$ cat config.mk
export PLATFORM = sky130hd
export DESIGN_NAME = sdtg_core
export DESIGN_NICKNAME = d
export VERILOG_FILES = /design/src/rtl/sdtg_core.v
export VERILOG_INCLUDE_DIRS = /design/src /design/src/rtl
export SDC_FILE = /design/constraint.sdc
export NUM_CORES = 1
export LEC_CHECK = 0
export BUFFER_PORTS_ARGS = -buffer_cell sky130_fd_sc_hd__buf_2
export CAP_MARGIN = 20
export CORE_UTILIZATION = 45
export CTS_BUF_LIST = sky130_fd_sc_hd__clkbuf_16
export CTS_CLUSTER_DIAMETER = 40
export DETAILED_ROUTE_END_ITERATION = 6
export PLACE_DENSITY = 0.66
export SLEW_MARGIN = 20
export SYNTH_ARGS = -nofsm -noshare
export SYNTH_HDL_FRONTEND = slang
export SYNTH_SLANG_ARGS = --single-unit
$ cat constraint.sdc
create_clock -name core_clk_in -period 19.97 [get_ports core_clk_in]
set_clock_uncertainty 0.05 [all_clocks]
set_input_delay 1.997 -clock core_clk_in [delete_from_list [all_inputs] [get_ports core_clk_in]]
set_output_delay 1.997 -clock core_clk_in [all_outputs]
set_load 0.005 [all_outputs]
$ cat src/rtl/sdtg_defines.vh
`ifndef SDTG_DEFINES_VH
`define SDTG_DEFINES_VH

// Line type codes
`define SDTG_LT_DOUBLE_EQUALIZE   4'h0
`define SDTG_LT_DOUBLE_BROAD      4'h1
`define SDTG_LT_EQUALIZE_BROAD    4'h2
`define SDTG_LT_BROAD_EQUALIZE    4'h3
`define SDTG_LT_FULL_EQUALIZE     4'h4
`define SDTG_LT_FULL_BROAD        4'h5
`define SDTG_LT_FULL_NORMAL_SYNC  4'h6
`define SDTG_LT_SYNC_PICTURE      4'h7
`define SDTG_LT_PICTURE_EQUALIZE  4'h8
`define SDTG_LT_PICTURE           4'h9

// 525-line interlaced preset: breakpoints, frame and field size
`define SDTG_BP_0        10'h004
`define SDTG_BP_1        10'h007
`define SDTG_BP_2        10'h00a
`define SDTG_BP_3        10'h014
`define SDTG_BP_4        10'h107
`define SDTG_BP_5        10'h108
`define SDTG_BP_6        10'h10a
`define SDTG_BP_7        10'h10b
`define SDTG_BP_8        10'h10d
`define SDTG_BP_9        10'h10e
`define SDTG_BP_10       10'h110
`define SDTG_BP_11       10'h111
`define SDTG_BP_12       10'h11a
`define SDTG_BP_13       10'h11b
`define SDTG_BP_14       10'h20e
`define SDTG_FRAME_SIZE  10'h20d
`define SDTG_FIELD_SIZE  10'h107

// Fixed state durations in pixel clocks (T = one pixel clock)
`define SDTG_T1          14'sh0001
`define SDTG_T2          14'sh0002

// Timing modes
`define SDTG_MODE_SD     1'b0
`define SDTG_MODE_MON    1'b1

// Sync insertion modes
`define SDTG_SYNC_NONE   2'h0
`define SDTG_SYNC_GREEN  2'h1
`define SDTG_SYNC_ALL    2'h2

// Output level selectors
`define SDTG_SEL_BLANK   2'h0
`define SDTG_SEL_LOW     2'h1
`define SDTG_SEL_HIGH    2'h2
`define SDTG_SEL_VIDEO   2'h3

// Code ranges and converter offset
`define SDTG_CODE_LO     10'h040
`define SDTG_LUMA_HI     10'h3ac
`define SDTG_CHROMA_HI   10'h3c0
`define SDTG_DC_OFFSET   11'h200
`define SDTG_CODE_MAX    11'h7ff

`endif

$ cat src/rtl/sdtg_core.v
// Functional notes
// - Broad-then-equalize line: 1T,h,2T,g-h-4,1T,1T,c,2T,g-c-4,1T.
// - Sync-then-picture line: 1T,a,2T,g-a+d1-3,g-d1-k,k1,1T.
// - Lines with picture forward input video during state five, always.
// - Picture-then-equalize line: 1T,a,2T,d-a-3,g-d-k1,k-1,1T,1T,c,2T,g-c-4,1T.
// - Full picture line: 1T,a,2T,d-a-3,total-d-k,k-1,1T.
// - Preset field one switches types at lines 4,7,10,20,263.
// - Preset field two switches at 264..283 and 526 as tabled.
// - Preset frame size 525 lines, field size 263 lines.
// - First field 263 lines, second field 262 lines.
// - Generated levels on non-video types; forwarding still passes picture spans.
// - Monitor mode always drives converters from the input bus.
// - Override levels come from programmable blank, sync-low, sync-high codes.
// - Full-scale select picks one of two converter ranges.
// - RGB offset select adds the offset on all three channels.
// - Colour-difference mode offsets luma only; chroma is offset binary.
// - Luma and RGB codes span 64 to 940, colour-difference chroma 64 to 960; 64 is blank, 940 luma peak.
// - Out-of-range codes are clipped or passed per stage setting.
// - Sync on green: sync on channel zero only, others stay blank.
// - Sync on all: programmed levels on all channels, no-sync ones blank.
// - No-sync mode: no sync on converters, separate line/frame syncs.
// - Each converter datapath is 11 bits wide.
// - Clip/shift/scale stage can be bypassed entirely.
// - Each type lasts from its breakpoint until the next breakpoint.
// - Full normal sync line forwards video in states 4 and 5 if enabled.
`include "sdtg_defines.vh"

module sdtg_core (
   input  wire        core_clk_in,
   input  wire        rst_in,
   input  wire        clk_en_in,
   input  wire        timing_mode_in,
   input  wire [1:0]  sync_mode_in,
   input  wire        video_forward_enable_in,
   input  wire        rgb_offset_select_in,
   input  wire        clip_enable_in,
   input  wire        stage_bypass_in,
   input  wire        fullscale_select_in,
   input  wire [10:0] normal_sync_width_in,
   input  wire [10:0] equalize_pulse_width_in,
   input  wire [10:0] broad_pulse_width_in,
   input  wire [10:0] half_line_length_in,
   input  wire [10:0] picture_start_offset_in,
   input  wire [10:0] second_half_picture_start_in,
   input  wire [10:0] picture_end_offset_in,
   input  wire [10:0] first_half_picture_end_in,
   input  wire [11:0] pixels_per_line_in,
   input  wire [9:0]  luma_blank_level_code_in,
   input  wire [9:0]  luma_sync_low_level_code_in,
   input  wire [9:0]  luma_sync_high_level_code_in,
   input  wire [9:0]  chroma_blank_level_code_in,
   input  wire [9:0]  chroma_sync_low_level_code_in,
   input  wire [9:0]  chroma_sync_high_level_code_in,
   input  wire [9:0]  video_g_y_in,
   input  wire [9:0]  video_b_pb_in,
   input  wire [9:0]  video_r_pr_in,
   output wire [10:0] dac_g_y_out,
   output wire [10:0] dac_b_pb_out,
   output wire [10:0] dac_r_pr_out,
   output reg         dac_fullscale_out,
   output reg         line_sync_out,
   output reg         frame_sync_out,
   output reg         field_out,
   output reg  [9:0]  line_count_out
);

   reg  [3:0]  state_r, state_nxt;
   reg  [11:0] cnt_r, cnt_nxt;
   reg  [9:0]  line_r, line_nxt;
   reg  [3:0]  ltype_r, ltype_nxt;
   wire [3:0]  last_state;
   wire [1:0]  sel;
   wire [29:0] video_all;
   wire [32:0] dac_all;

   // Preset line type table: a type runs up to the line before its
   // breakpoint, the next entry taking over at that line
   function [3:0] type_of_line;
      input [9:0] ln;
      begin
         if (ln < `SDTG_BP_0)
            type_of_line = `SDTG_LT_DOUBLE_EQUALIZE;
         else if (ln < `SDTG_BP_1)
            type_of_line = `SDTG_LT_DOUBLE_BROAD;
         else if (ln < `SDTG_BP_2)
            type_of_line = `SDTG_LT_DOUBLE_EQUALIZE;
         else if (ln < `SDTG_BP_3)
            type_of_line = `SDTG_LT_FULL_NORMAL_SYNC;
         else if (ln < `SDTG_BP_4)
            type_of_line = `SDTG_LT_PICTURE;
         else if (ln < `SDTG_BP_5)
            type_of_line = `SDTG_LT_PICTURE_EQUALIZE;
         else if (ln < `SDTG_BP_6)
            type_of_line = `SDTG_LT_DOUBLE_EQUALIZE;
         else if (ln < `SDTG_BP_7)
            type_of_line = `SDTG_LT_EQUALIZE_BROAD;
         else if (ln < `SDTG_BP_8)
            type_of_line = `SDTG_LT_DOUBLE_BROAD;
         else if (ln < `SDTG_BP_9)
            type_of_line = `SDTG_LT_BROAD_EQUALIZE;
         else if (ln < `SDTG_BP_10)
            type_of_line = `SDTG_LT_DOUBLE_EQUALIZE;
         else if (ln < `SDTG_BP_11)
            type_of_line = `SDTG_LT_FULL_EQUALIZE;
         else if (ln < `SDTG_BP_12)
            type_of_line = `SDTG_LT_FULL_NORMAL_SYNC;
         else if (ln < `SDTG_BP_13)
            type_of_line = `SDTG_LT_SYNC_PICTURE;
         else
            type_of_line = `SDTG_LT_PICTURE;
      end
   endfunction

   function [3:0] final_state;
      input [3:0] t;
      begin
         case (t)
            `SDTG_LT_DOUBLE_EQUALIZE,
            `SDTG_LT_DOUBLE_BROAD,
            `SDTG_LT_EQUALIZE_BROAD,
            `SDTG_LT_BROAD_EQUALIZE:   final_state = 4'ha;
            `SDTG_LT_FULL_EQUALIZE,
            `SDTG_LT_FULL_BROAD:       final_state = 4'h5;
            `SDTG_LT_FULL_NORMAL_SYNC: final_state = 4'h6;
            `SDTG_LT_PICTURE_EQUALIZE: final_state = 4'hc;
            default:                   final_state = 4'h7;
         endcase
      end
   endfunction

   // Duration of state s of type t in pixel clocks, at least one
   function [11:0] duration;
      input [3:0] t;
      input [3:0] s;
      reg signed [13:0] a, c, h, g, d, d1, k, k1, tot, w1, w2, r;
      begin
         a   = {3'h0, normal_sync_width_in};
         c   = {3'h0, equalize_pulse_width_in};
         h   = {3'h0, broad_pulse_width_in};
         g   = {3'h0, half_line_length_in};
         d   = {3'h0, picture_start_offset_in};
         d1  = {3'h0, second_half_picture_start_in};
         k   = {3'h0, picture_end_offset_in};
         k1  = {3'h0, first_half_picture_end_in};
         tot = {2'h0, pixels_per_line_in};
         w1  = (t == `SDTG_LT_DOUBLE_BROAD ||
                t == `SDTG_LT_BROAD_EQUALIZE ||
                t == `SDTG_LT_FULL_BROAD) ? h : c;
         w2  = (t == `SDTG_LT_DOUBLE_BROAD ||
                t == `SDTG_LT_EQUALIZE_BROAD) ? h : c;
         r   = `SDTG_T1;
         case (t)
            `SDTG_LT_DOUBLE_EQUALIZE,
            `SDTG_LT_DOUBLE_BROAD,
            `SDTG_LT_EQUALIZE_BROAD,
            `SDTG_LT_BROAD_EQUALIZE:
               case (s)
                  4'h2:    r = w1;
                  4'h3:    r = `SDTG_T2;
                  4'h4:    r = g - w1 - 14'sd4;
                  4'h7:    r = w2;
                  4'h8:    r = `SDTG_T2;
                  4'h9:    r = g - w2 - 14'sd4;
                  default: r = `SDTG_T1;
               endcase
            `SDTG_LT_FULL_EQUALIZE,
            `SDTG_LT_FULL_BROAD:
               case (s)
                  4'h2:    r = w1;
                  4'h3:    r = `SDTG_T2;
                  4'h4:    r = tot - w1 - 14'sd4;
                  default: r = `SDTG_T1;
               endcase
            `SDTG_LT_FULL_NORMAL_SYNC:
               case (s)
                  4'h2:    r = a;
                  4'h3:    r = `SDTG_T2;
                  4'h4:    r = g - a - 14'sd4;
                  4'h5:    r = g;
                  default: r = `SDTG_T1;
               endcase
            `SDTG_LT_SYNC_PICTURE:
               case (s)
                  4'h2:    r = a;
                  4'h3:    r = `SDTG_T2;
                  4'h4:    r = g - a + d1 - 14'sd3;
                  4'h5:    r = g - d1 - k;
                  4'h6:    r = k1;
                  default: r = `SDTG_T1;
               endcase
            `SDTG_LT_PICTURE_EQUALIZE:
               case (s)
                  4'h2:    r = a;
                  4'h3:    r = `SDTG_T2;
                  4'h4:    r = d - a - 14'sd3;
                  4'h5:    r = g - d - k1;
                  4'h6:    r = k - 14'sd1;
                  4'h9:    r = c;
                  4'ha:    r = `SDTG_T2;
                  4'hb:    r = g - c - 14'sd4;
                  default: r = `SDTG_T1;
               endcase
            default:
               case (s)
                  4'h2:    r = a;
                  4'h3:    r = `SDTG_T2;
                  4'h4:    r = d - a - 14'sd3;
                  4'h5:    r = tot - d - k;
                  4'h6:    r = k - 14'sd1;
                  default: r = `SDTG_T1;
               endcase
         endcase
         if (r < `SDTG_T1)
            r = `SDTG_T1;
         duration = r[11:0];
      end
   endfunction

   // Which level a state shows: sync tip, rising step, video or blank
   function [1:0] level_of;
      input [3:0] t;
      input [3:0] s;
      input       fwd;
      begin
         level_of = `SDTG_SEL_BLANK;
         case (t)
            `SDTG_LT_DOUBLE_EQUALIZE,
            `SDTG_LT_DOUBLE_BROAD,
            `SDTG_LT_EQUALIZE_BROAD,
            `SDTG_LT_BROAD_EQUALIZE:
               if (s == 4'h2 || s == 4'h7)
                  level_of = `SDTG_SEL_LOW;
               else if (s == 4'h3 || s == 4'h8)
                  level_of = `SDTG_SEL_HIGH;
            `SDTG_LT_FULL_NORMAL_SYNC:
               if (s == 4'h2)
                  level_of = `SDTG_SEL_LOW;
               else if (s == 4'h3)
                  level_of = `SDTG_SEL_HIGH;
               else if (fwd && (s == 4'h4 || s == 4'h5))
                  level_of = `SDTG_SEL_VIDEO;
            `SDTG_LT_SYNC_PICTURE,
            `SDTG_LT_PICTURE_EQUALIZE,
            `SDTG_LT_PICTURE:
               if (s == 4'h2 || s == 4'h9)
                  level_of = `SDTG_SEL_LOW;
               else if (s == 4'h3 || s == 4'ha)
                  level_of = `SDTG_SEL_HIGH;
               else if (s == 4'h5)
                  level_of = `SDTG_SEL_VIDEO;
            default:
               if (s == 4'h2)
                  level_of = `SDTG_SEL_LOW;
               else if (s == 4'h3)
                  level_of = `SDTG_SEL_HIGH;
         endcase
      end
   endfunction

   assign last_state = final_state(ltype_r);
   assign sel        = level_of(ltype_r, state_r, video_forward_enable_in);
   assign video_all  = {video_r_pr_in, video_b_pb_in, video_g_y_in};

   // State sequencer with per-state down-counter
   always @* begin
      state_nxt = state_r;
      cnt_nxt   = cnt_r - 12'h001;
      line_nxt  = line_r;
      ltype_nxt = ltype_r;
      if (cnt_r == 12'h000) begin
         if (state_r >= last_state) begin
            state_nxt = 4'h1;
            if (line_r >= `SDTG_FRAME_SIZE)
               line_nxt = 10'h001;
            else
               line_nxt = line_r + 10'h001;
            ltype_nxt = type_of_line(line_nxt);
         end else begin
            state_nxt = state_r + 4'h1;
         end
         cnt_nxt = duration(ltype_nxt, state_nxt) - 12'h001;
      end
   end

   always @(posedge core_clk_in or posedge rst_in) begin
      if (rst_in) begin
         state_r           <= 4'h1;
         cnt_r             <= 12'h000;
         line_r            <= 10'h001;
         ltype_r           <= `SDTG_LT_DOUBLE_EQUALIZE;
         dac_fullscale_out <= 1'b0;
         line_sync_out     <= 1'b0;
         frame_sync_out    <= 1'b0;
         field_out         <= 1'b0;
         line_count_out    <= 10'h001;
      end else if (clk_en_in) begin
         state_r           <= state_nxt;
         cnt_r             <= cnt_nxt;
         line_r            <= line_nxt;
         ltype_r           <= ltype_nxt;
         dac_fullscale_out <= fullscale_select_in;
         // Separate syncs, valid in every sync mode
         line_sync_out     <= (state_r == 4'h2);
         frame_sync_out    <= (ltype_r == `SDTG_LT_DOUBLE_BROAD ||
                               ltype_r == `SDTG_LT_EQUALIZE_BROAD ||
                               ltype_r == `SDTG_LT_BROAD_EQUALIZE);
         field_out         <= (line_r > `SDTG_FIELD_SIZE);
         line_count_out    <= line_r;
      end
   end

   // Per-channel datapath: channel 0 is green/luma, 1 and 2 chroma or R/B
   genvar ch;
   generate
      for (ch = 0; ch < 3; ch = ch + 1) begin : g_chan
         reg  [10:0] dac_r, dac_nxt;
         reg  [9:0]  vid, hi, lvl;
         reg  [10:0] code;
         reg  [11:0] sum;
         reg         sync_here, add_ofs;
         always @* begin
            vid  = video_all[ch*10 +: 10];
            hi   = (ch == 0 || rgb_offset_select_in) ?
                   `SDTG_LUMA_HI : `SDTG_CHROMA_HI;
            // Clip/shift/scale stage
            if (stage_bypass_in)
               code = {1'b0, vid};
            else if (clip_enable_in && vid < `SDTG_CODE_LO)
               code = {1'b0, `SDTG_CODE_LO};
            else if (clip_enable_in && vid > hi)
               code = {1'b0, hi};
            else
               code = {1'b0, vid};
            sync_here = (sync_mode_in == `SDTG_SYNC_ALL) ||
                        (sync_mode_in == `SDTG_SYNC_GREEN &&
                         ch == 0);
            if (sync_mode_in == `SDTG_SYNC_NONE)
               sync_here = 1'b0;
            lvl = (ch == 0) ? luma_blank_level_code_in
                            : chroma_blank_level_code_in;
            if (sync_here && sel == `SDTG_SEL_LOW)
               lvl = (ch == 0) ? luma_sync_low_level_code_in
                               : chroma_sync_low_level_code_in;
            else if (sync_here && sel == `SDTG_SEL_HIGH)
               lvl = (ch == 0) ? luma_sync_high_level_code_in
                               : chroma_sync_high_level_code_in;
            if (timing_mode_in == `SDTG_MODE_SD &&
                sel != `SDTG_SEL_VIDEO)
               code = {1'b0, lvl};
            // Offset on all channels in RGB, on luma only otherwise
            add_ofs = rgb_offset_select_in || ch == 0;
            sum     = {1'b0, code} +
                      (add_ofs ? {1'b0, `SDTG_DC_OFFSET} : 12'h000);
            dac_nxt = sum[11] ? `SDTG_CODE_MAX : sum[10:0];
         end
         always @(posedge core_clk_in or posedge rst_in) begin
            if (rst_in)
               dac_r <= 11'h000;
            else if (clk_en_in)
               dac_r <= dac_nxt;
         end
         assign dac_all[ch*11 +: 11] = dac_r;
      end
   endgenerate
   assign dac_g_y_out  = dac_all[10:0];
   assign dac_b_pb_out = dac_all[21:11];
   assign dac_r_pr_out = dac_all[32:22];
endmodule // sdtg_core

==> flow_summary.ini, run 1 <==
[cts]
cts_made_buffers = 9
clk_path_buf_depth = 2
worstSkewPairLatency_ps = 350
cts_post_setup_buffers_inserted = 0
cts_hold_buf = 0
htree_levels = 3
cts_tree = done
cts.clk_slew.worst_paths_ps = 70
clock-sinks = 77
cts_root_buf = clkbuf_16
ctsResizeCount = 0

[critical_path]
cp_slowest_stage_delay_ps = 830
startpoint = line_r[0]$_DFFE_PP1P_
r2r_start = line_r[0]$_DFFE_PP1P_
path_class = reg2reg
cp_slowest_cell = and3_1
critPathLaunchType = flip-flop
reg2reg_depth = 36
crit_required_ps = 20140
r2r_slack_ps = 9380
critical_path.max_fanout = 14
cp.arrival_ps = 10760
r2r-end = cnt_r[4]$_DFFE_PP0P_
end_kind = flip-flop

[logic_synthesis]
synth_area_per_cell_um2 = 7.28
synth_nets = 2595
synth-edff-count = 0
ys.warnings.count = 0
synthCells = 2198
ys_types = 120
ys_ff_latch = 77
dominantRegCellSynth = dfrtp_1
yosysSeqAreaShare_pct = 12.1
async_flop_share_pct = 100
synth.area.top_cells = ha_1, dfrtp_1, a21oi_1
synthesis.area_um2 = 16000
synth_top_area_cell = ha_1
netlist.area_leader.share_pct = 14.4

[final_layout]
final_layout_size_suffix_gt1_share_pct = 16.6
final_cell_mix = buf_2, a21oi_1, nor2_1
final_common_cell = buf_2
layout.nets = 2777
n_fill_cell = 3460
syn_to_final_growth_pct = 11.1

[floorplan]
dieHeight_um = 191
initial_core_util_pct = 46.0
core_area_um2 = 34800
dieArea_um2 = 36300
rows = 68
ios = 248
dieWidth_um = 191

[detailed_routing]
drtAntennaViolNets = 0
drcViolationCount = 0
viasPerCell = 6.21
firstDrtPassIters = 7
routedWlPerCell_um = 21.5
routed_wl_um = 61000
drt_iter0_drc = 1791
via_count = 17600

[placement]
io_buffer_count = 247
dp_hpwl_um = 50100
gp_routability_congestion = 1.03

[timing]
finalSetupTns_ps = 0
fin_crit_ps = 10590
fmax_mhz = 94.5
rsz0062_at_grt = false
finalSetupViolations = 0
max_slew_margin_pct = 23.1
tightest_slew_ps = 1150
hold_violations = 0
period_share_pct = 53.0
drv_slew = 0

[flow_run]
drv_cap = 0

[power]
p_leak_nw = 8.29
p_per_area_nw_per_um2 = 57.8
power_w = 0.00103
peakVddDrop_mv = 0.0484

[worst_hold_path]
hp-start = dac_g_y_out[9]$_DFFE_PP0P_
hold_class = reg2reg
hold_end = dac_g_y_out[9]$_DFFE_PP0P_
holdPathStages = 1

[global_route]
grt_pass1_vias = 16700
grt_pass1_wl_um = 94000
grt_use_total_pct = 33.0
grt_start_max_net_pins = 80
grt-ovfl-total = 0
antenna_found_initial = 6

[outcome]
outcome = completed
==> area by class of cell <==
class	count	area (µm²)	share of cell area, %
Antenna cell	1	2.50	0.0141
Clock buffer	9	225	1.27
Clock inverter	7	63.8	0.359
Inverter	205	773	4.35
Multi-Input combinational cell	1828	12900	72.4
Sequential cell	77	1930	10.9
Tap cell	455	569	3.20
Timing Repair Buffer	259	1330	7.49
==> how the worst max path moves through the flow <==
| stage | end | slack, ps | cells after the start |
|---|---|---|---|
| after floorplan | cnt_r[6]$_DFFE_PP0P_ | 11280 | 41 |
| after global placement | cnt_r[4]$_DFFE_PP0P_ | 9960 | 36 |
| after detailed placement | cnt_r[6]$_DFFE_PP0P_ | 9690 | 36 |
| after CTS | cnt_r[4]$_DFFE_PP0P_ | 9640 | 36 |
| after global routing | cnt_r[4]$_DFFE_PP0P_ | 8650 | 36 |
| final | cnt_r[4]$_DFFE_PP0P_ | 9380 | 36 |
==> cells in the mapped netlist (20+ instances only) <==
master / number
o21ai_0: 158
inv_1: 202
o22ai_1: 22
nor2b_1: 38
nand2_1: 162
a21boi_0: 24
nor3_1: 44
a21oi_1: 210
a211oi_1: 26
nand3_1: 48
o211ai_1: 21
mux2i_1: 37
xor2_1: 51
clkbuf_1: 67
mux2_2: 34
a21o_1: 48
nor2_1: 205
o21a_1: 28
xnor2_1: 80
or3_1: 21
ha_1: 184
nor4_1: 20
a22oi_1: 21
dfrtp_1: 74
nand2b_1: 25
==> stage by stage <==
step	std cells	worst slack, ps	instance area, µm²	utilization, %	hold slack (ps)
2_1_floorplan	2198	11280	16000	-	424
3_3_place_gp	2824	9960	17500	50.2	409
3_5_place_dp	2824	9690	17500	50.2	413
4_1_cts	2840	9640	17700	51.0	432
5_1_grt	2840	8650	17800	51.0	451
6_report	2841	9380	17800	51.1	428
==> worst max-delay path, delay by kind of cell, from the launching register on <==
| family | cells | cell delay (ps) |
|---|---|---|
| and+or+nand+nor | 16 | 4630 |
| AOI/OAI and AO/OA | 11 | 3010 |
| adders and majority gates | 4 | 1250 |
| DFF | 1 | 650 |
| muxes | 1 | 450 |
| buffers and inverters | 3 | 230 |
| xor gates and xnor gates | 1 | 150 |
==> routing by layer <==
layer	vias up	GRT usage [%]	wire length (µm)
met3	156	4.97	4890
met1	8305	43.6	25800
met2	777	54.1	27900
li1	8385	-	-
met5	-	0	74
met4	10	12.2	2330
==> sequential cells by signal, summed over array words and instances, names as in the netlist <==
name	flops
cnt_r	12
field_out	1
dac_b_pb_out	11
dac_r_pr_out	11
line_count_out	10
frame_sync_out	1
line_r	10
ltype_r	4
dac_g_y_out	11
dac_fullscale_out	1
line_sync_out	1
state_r	4
==> power by group <==
group	leakage, nW	total [W]	switching, W	internal (W)
registers	0.934	0.000190	0.0000165	0.000173
logic	7.22	0.000672	0.000411	0.000262
clock network	0.137	0.000165	0.0000777	0.0000874
total	8.29	0.00103	0.000505	0.000522
==> logic make-up after synthesis <==
group	count (synthesis)	share of synthesized area (%)
AO/OA/AOI/OAI	734	30.6
multiplexers	71	4.71
buffers and inverters	293	7.66
adder cells (fa/ha/maj)	196	15.9
AND/OR/NAND/NOR	695	21.8
XOR/XNOR	132	7.28
flip-flops	77	12.1
(Power assumes the default switching activity.)
==> run 2: changes to the inputs <==
- clock period: 19.97 -> 10.6 ns (I/O delays scaled with it)
==> run 2 against run 1 <==
Wire length shrank 0.72%. Core utilization grew 0.17 points. First-iteration DRC count shrank 5.4%. Final area grew 0.33%. Critical endpoint unchanged. Non-clock buffer count grew 2. Worst hold slack gained 3.7 ps. Clock-buffer cell count is the same.
==> flow_summary.ini, run 2 (synthesis results as in run 1) <==
[outcome]
outcome = completed

[timing]
fin_crit_ps = 10040
period_share_pct = 94.7
finalSetupTns_ps = 0
max_slew_margin_pct = 22.6
drv_slew = 0
finalHoldWorstSlack_ps = 431
fmax_mhz = 99.6
tightest_slew_ps = 1150
rsz0062_at_grt = false
hold_violations = 0
finalSetupViolations = 0

[final_layout]
final_common_cell = buf_2
final_layout_size_suffix_gt1_share_pct = 16.8
largest_reg_flops = 12
final_cell_mix = buf_2, a21oi_1, nor2_1
n_fill_cell = 3493
syn_to_final_growth_pct = 11.5
finalInstanceArea_um2 = 17800
multiInputGateArea_um2 = 12900
regArea_um2 = 1930
final_cells = 2844
layout.nets = 2779
fin_util_pct = 51.2
top_register = cnt_r

[detailed_routing]
drtAntennaViolNets = 0
drt_iter0_drc = 1695
via_count = 17600
routedWlPerCell_um = 21.3
firstDrtPassIters = 6
routed_wl_um = 60500
viasPerCell = 6.20
drcViolationCount = 0

[critical_path]
cp.arrival_ps = 10270
critPathLaunchType = flip-flop
critical_path.max_fanout = 14
end_kind = flip-flop
r2r_start = line_r[0]$_DFFE_PP1P_
r2r-end = cnt_r[4]$_DFFE_PP0P_
reg2reg_depth = 36
cp_slowest_cell = dfstp_2
cpMostUsedCell = ha_1
crit_required_ps = 10830
cp_slowest_stage_delay_ps = 650
r2r_slack_ps = 560
path_class = reg2reg

[global_route]
grt_pass1_wl_um = 93600
grt_use_total_pct = 33.0
grt-ovfl-total = 0
grt_start_max_net_pins = 78
antenna_found_initial = 3
grt_pass1_vias = 16800

[power]
p_leak_nw = 8.32
power_frac_comb_pct = 64.4
switchingPower_w = 0.000942
p_seq_share_pct = 18.1
clkPwrFrac_pct = 17.5
peakVddDrop_mv = 0.0910
p_per_area_nw_per_um2 = 111
p_int_w = 0.00103
switching_share_pct = 47.8

[floorplan]
dieHeight_um = 191
dieWidth_um = 191
rows = 68
ios = 248
dieArea_um2 = 36300
initial_core_util_pct = 46.0
core_area_um2 = 34800

[placement]
placed_cell_area_um2 = 17500
dp.cells = 2826
io_buffer_count = 247
gp_routability_congestion = 1.02
dp_hpwl_um = 50000

[cts]
worstSkewPairLatency_ps = 350
cts_made_buffers = 9
cts_hold_buf = 0
cts.clk_slew.worst_paths_ps = 70
cts_root_buf = clkbuf_16
htree_levels = 3
clock-sinks = 77
clk_path_buf_depth = 2
ctsResizeCount = 0
cts_tree = done
cts_post_setup_buffers_inserted = 0

[worst_hold_path]
hold_end = dac_g_y_out[9]$_DFFE_PP0P_
holdPathStages = 1
hold_class = reg2reg
hp-start = dac_g_y_out[9]$_DFFE_PP0P_

[flow_run]
drv_cap = 0
==> run 2: final cells by class <==
class / instances / share of cell area [%]
Antenna cell: 2 / 0.0281
Inverter: 205 / 4.34
Sequential cell: 77 / 10.8
Timing Repair Buffer: 261 / 7.55
Clock buffer: 9 / 1.26
Multi-Input combinational cell: 1828 / 72.3
Clock inverter: 7 / 0.548
Tap cell: 455 / 3.19
==> run 2: how the worst max path moves through the flow <==
stage	from	cells past startpoint	endpoint
2_1_floorplan	line_r[1]$_DFFE_PP0P_	41	cnt_r[6]$_DFFE_PP0P_
3_3_place_gp	line_r[0]$_DFFE_PP1P_	37	cnt_r[4]$_DFFE_PP0P_
3_5_place_dp	line_r[0]$_DFFE_PP1P_	37	cnt_r[4]$_DFFE_PP0P_
4_1_cts	line_r[0]$_DFFE_PP1P_	37	cnt_r[4]$_DFFE_PP0P_
5_1_grt	line_r[0]$_DFFE_PP1P_	36	cnt_r[4]$_DFFE_PP0P_
6_report	line_r[0]$_DFFE_PP1P_	36	cnt_r[4]$_DFFE_PP0P_
==> run 2: per-layer routing <==
metal | up-vias | part of all wire [%] | global-route usage, %
met5 | - | 0.036 | 0
met4 | 4 | 4.4 | 14.3
met3 | 163 | 7.4 | 5.36
met2 | 782 | 45 | 52.9
met1 | 8299 | 43 | 43.4
li1 | 8388 | - | -
==> run 2: through the flow <==
| stage | total power (W) | setup WS (ps) |
|---|---|---|
| finish | 0.00197 | 561 |
| global route | 0.00212 | 59.7 |
| CTS | 0.00194 | 655 |
| detailed placement | 0.00159 | 714 |
| global placement | 0.00158 | 933 |
| floorplan | 0.00125 | 1910 |
==> run 2: worst max-delay path: cells and delay by family (launching register included) <==
family / cells / cell delay, ps
XOR/XNOR: 1 / 200
AO/OA/AOI/OAI: 14 / 3520
adder cells (fa/ha/maj): 4 / 1230
AND/OR/NAND/NOR: 13 / 3560
multiplexers: 1 / 400
buffers and inverters: 3 / 360
flip-flops: 1 / 650
==> run 2: power groups by stage <==
| stage | sequential, W | clock (W) | combinational [W] |
|---|---|---|---|
| finish | 0.000357 | 0.000345 | 0.00127 |
| detailed placement | 0.000361 | 0 | 0.00123 |
| global route | 0.000361 | 0.000359 | 0.00140 |
| floorplan | 0.000352 | 0 | 0.000897 |
| global placement | 0.000361 | 0 | 0.00122 |
| CTS | 0.000356 | 0.000350 | 0.00124 |
==> run 3: changes to the inputs <==
- CELL_PAD_IN_SITES_DETAIL_PLACEMENT: default -> 1
- CELL_PAD_IN_SITES_GLOBAL_PLACEMENT: default -> 1
- CORE_UTILIZATION: 45 -> 43
- PLACE_DENSITY: 0.66 -> 0.83
==> run 3 against run 2 <==
The run now ends with design-rule violations left. Critical path depth stayed put. Worst setup slack better by 100 ps. Worst hold slack got worse by 4.5 ps. Maximum frequency grew 1.1%. Final area about the same. Sequential cell count did not move. Global-route usage rose by 1.9 points. Critical endpoint is now cnt_r[6]$_DFFE_PP0P_. Highest routed layer unchanged.
==> flow_summary.ini, run 3 (synthesis results as in run 1) <==
[flow_run]
drv_cap = 0

[power]
p_leak_nw = 8.34
p_per_area_nw_per_um2 = 111
peakVddDrop_mv = 0.0830

[global_route]
grt_pass1_vias = 18300
grt_use_total_pct = 34.9
grt_start_max_net_pins = 80
grt-ovfl-total = 0
grt_pass1_wl_um = 104000
antenna_found_initial = 4

[final_layout]
final_cells = 2859
final_layout_size_suffix_gt1_share_pct = 16.9
finalInstanceArea_um2 = 17800
final_cell_mix = buf_2, a21oi_1, inv_1
top_register = cnt_r
fin_util_pct = 48.7
syn_to_final_growth_pct = 11.6
largest_reg_flops = 12
layout.nets = 2782
final_common_cell = buf_2

[critical_path]
critPathBufInv = 3
cp.arrival_ps = 10120
crit_family = simple AND/OR/NAND/NOR gates
path_class = reg2reg
cp_slowest_stage_delay_ps = 660
crit_cells = 36
end_kind = flip-flop
crit_required_ps = 10780
critical_path.max_fanout = 14
reg2reg_depth = 36
cp_slowest_cell = dfstp_2
critPathLaunchType = flip-flop
cpMostUsedCell = ha_1

[timing]
drv_slew = 0
fmax_mhz = 101
hold_violations = 0
period_share_pct = 93.7
tightest_slew_ps = 1130
rsz0062_at_grt = false
finalSetupTns_ps = 0
max_slew_margin_pct = 24.5
finalSetupViolations = 0
fin_crit_ps = 9930

[floorplan]
core_area_um2 = 36600
initial_core_util_pct = 43.7
dieHeight_um = 195
dieArea_um2 = 38000
ios = 248
dieWidth_um = 195
rows = 70

[cts]
cts_post_setup_buffers_inserted = 0
htree_levels = 3
cts.clk_slew.worst_paths_ps = 60
cts_root_buf = clkbuf_16
worstSkewPairLatency_ps = 360
clock-sinks = 77
cts_made_buffers = 9
cts_tree = done
clk_path_buf_depth = 2

[placement]
io_buffer_count = 247
placed_cell_area_um2 = 17500
dp_hpwl_um = 56000
gp_routability_congestion = 1.03
dp.cells = 2842

[outcome]
outcome = finished, violations left
violations = design-rule violations

[detailed_routing]
drcViolationCount = 11
drt_iter0_drc = 1417
firstDrtPassIters = 7
routedWlPerCell_um = 23.7
routed_wl_um = 67800
via_count = 18000
viasPerCell = 6.31
drtAntennaViolNets = 0

[worst_hold_path]
hold_class = reg2reg
holdPathStages = 1
## run 3: cell type report
type / instances / area [µm²]
clock inverter: 7 / 60.1
antenna: 1 / 2.50
fill: 4830 / 18800
clock buffer: 9 / 225
multi-input combinational: 1828 / 12900
timing repair buffer: 264 / 1370
sequential: 77 / 1930
inverter: 205 / 773
tap: 468 / 586
## run 3: worst reg2reg max path: cells and delay by family, from the launching register on
kind            cells  cell delay [ps]
simple gates       13             3440
compound gates     14             3380
fa+ha+maj           4             1250
flops               1              660
mux                 1              410
buf+inv             3              400
xor+xnor            1              200
## run 3: worst paths after layout
path	to	startpoint	slack, ps
min in group asynchronous	dac_b_pb_out[1]$_DFFE_PP0P_	rst_in	840
worst max register to register	cnt_r[6]$_DFFE_PP0P_	line_r[0]$_DFFE_PP1P_	670
worst max-delay path	cnt_r[6]$_DFFE_PP0P_	line_r[0]$_DFFE_PP1P_	670
worst min register to register	dac_g_y_out[2]$_DFFE_PP0P_	dac_g_y_out[2]$_DFFE_PP0P_	430
max in group asynchronous	cnt_r[4]$_DFFE_PP0P_	rst_in	9120
worst min-delay path	dac_g_y_out[2]$_DFFE_PP0P_	dac_g_y_out[2]$_DFFE_PP0P_	430
## run 3: timing repair
item / CTS / global route
endpoints found under the setup margin: 0 / 7
hold buffers: 0 / 0
gates resized for setup: 0 / 5
## run 3: per-layer routing
| layer | track usage (%) | share of wire (%) |
|---|---|---|
| met1 | 43.9 | 42 |
| met2 | 60.7 | 48 |
| met3 | 3.90 | 5.9 |
| met4 | 13.6 | 3.6 |
| met5 | 0 | 0.050 |
## run 3: report_power, final
part           switching (W)  leakage, nW  total (W)  internal, W
Combinational       0.000807         7.25    0.00130     0.000498
Clock               0.000133        0.153   0.000312     0.000179
Sequential         0.0000343        0.934   0.000361     0.000327
Total               0.000974         8.34    0.00198      0.00100
## run 3: per-stage QoR
step                setup slack [ps]  hold slack [ps]  total power, W
global route                    57.3              453         0.00211
floorplan                       1910              424         0.00125
global placement                 699              407         0.00158
CTS                              207              430         0.00195
finish                           666              427         0.00198
detailed placement               240              416         0.00163
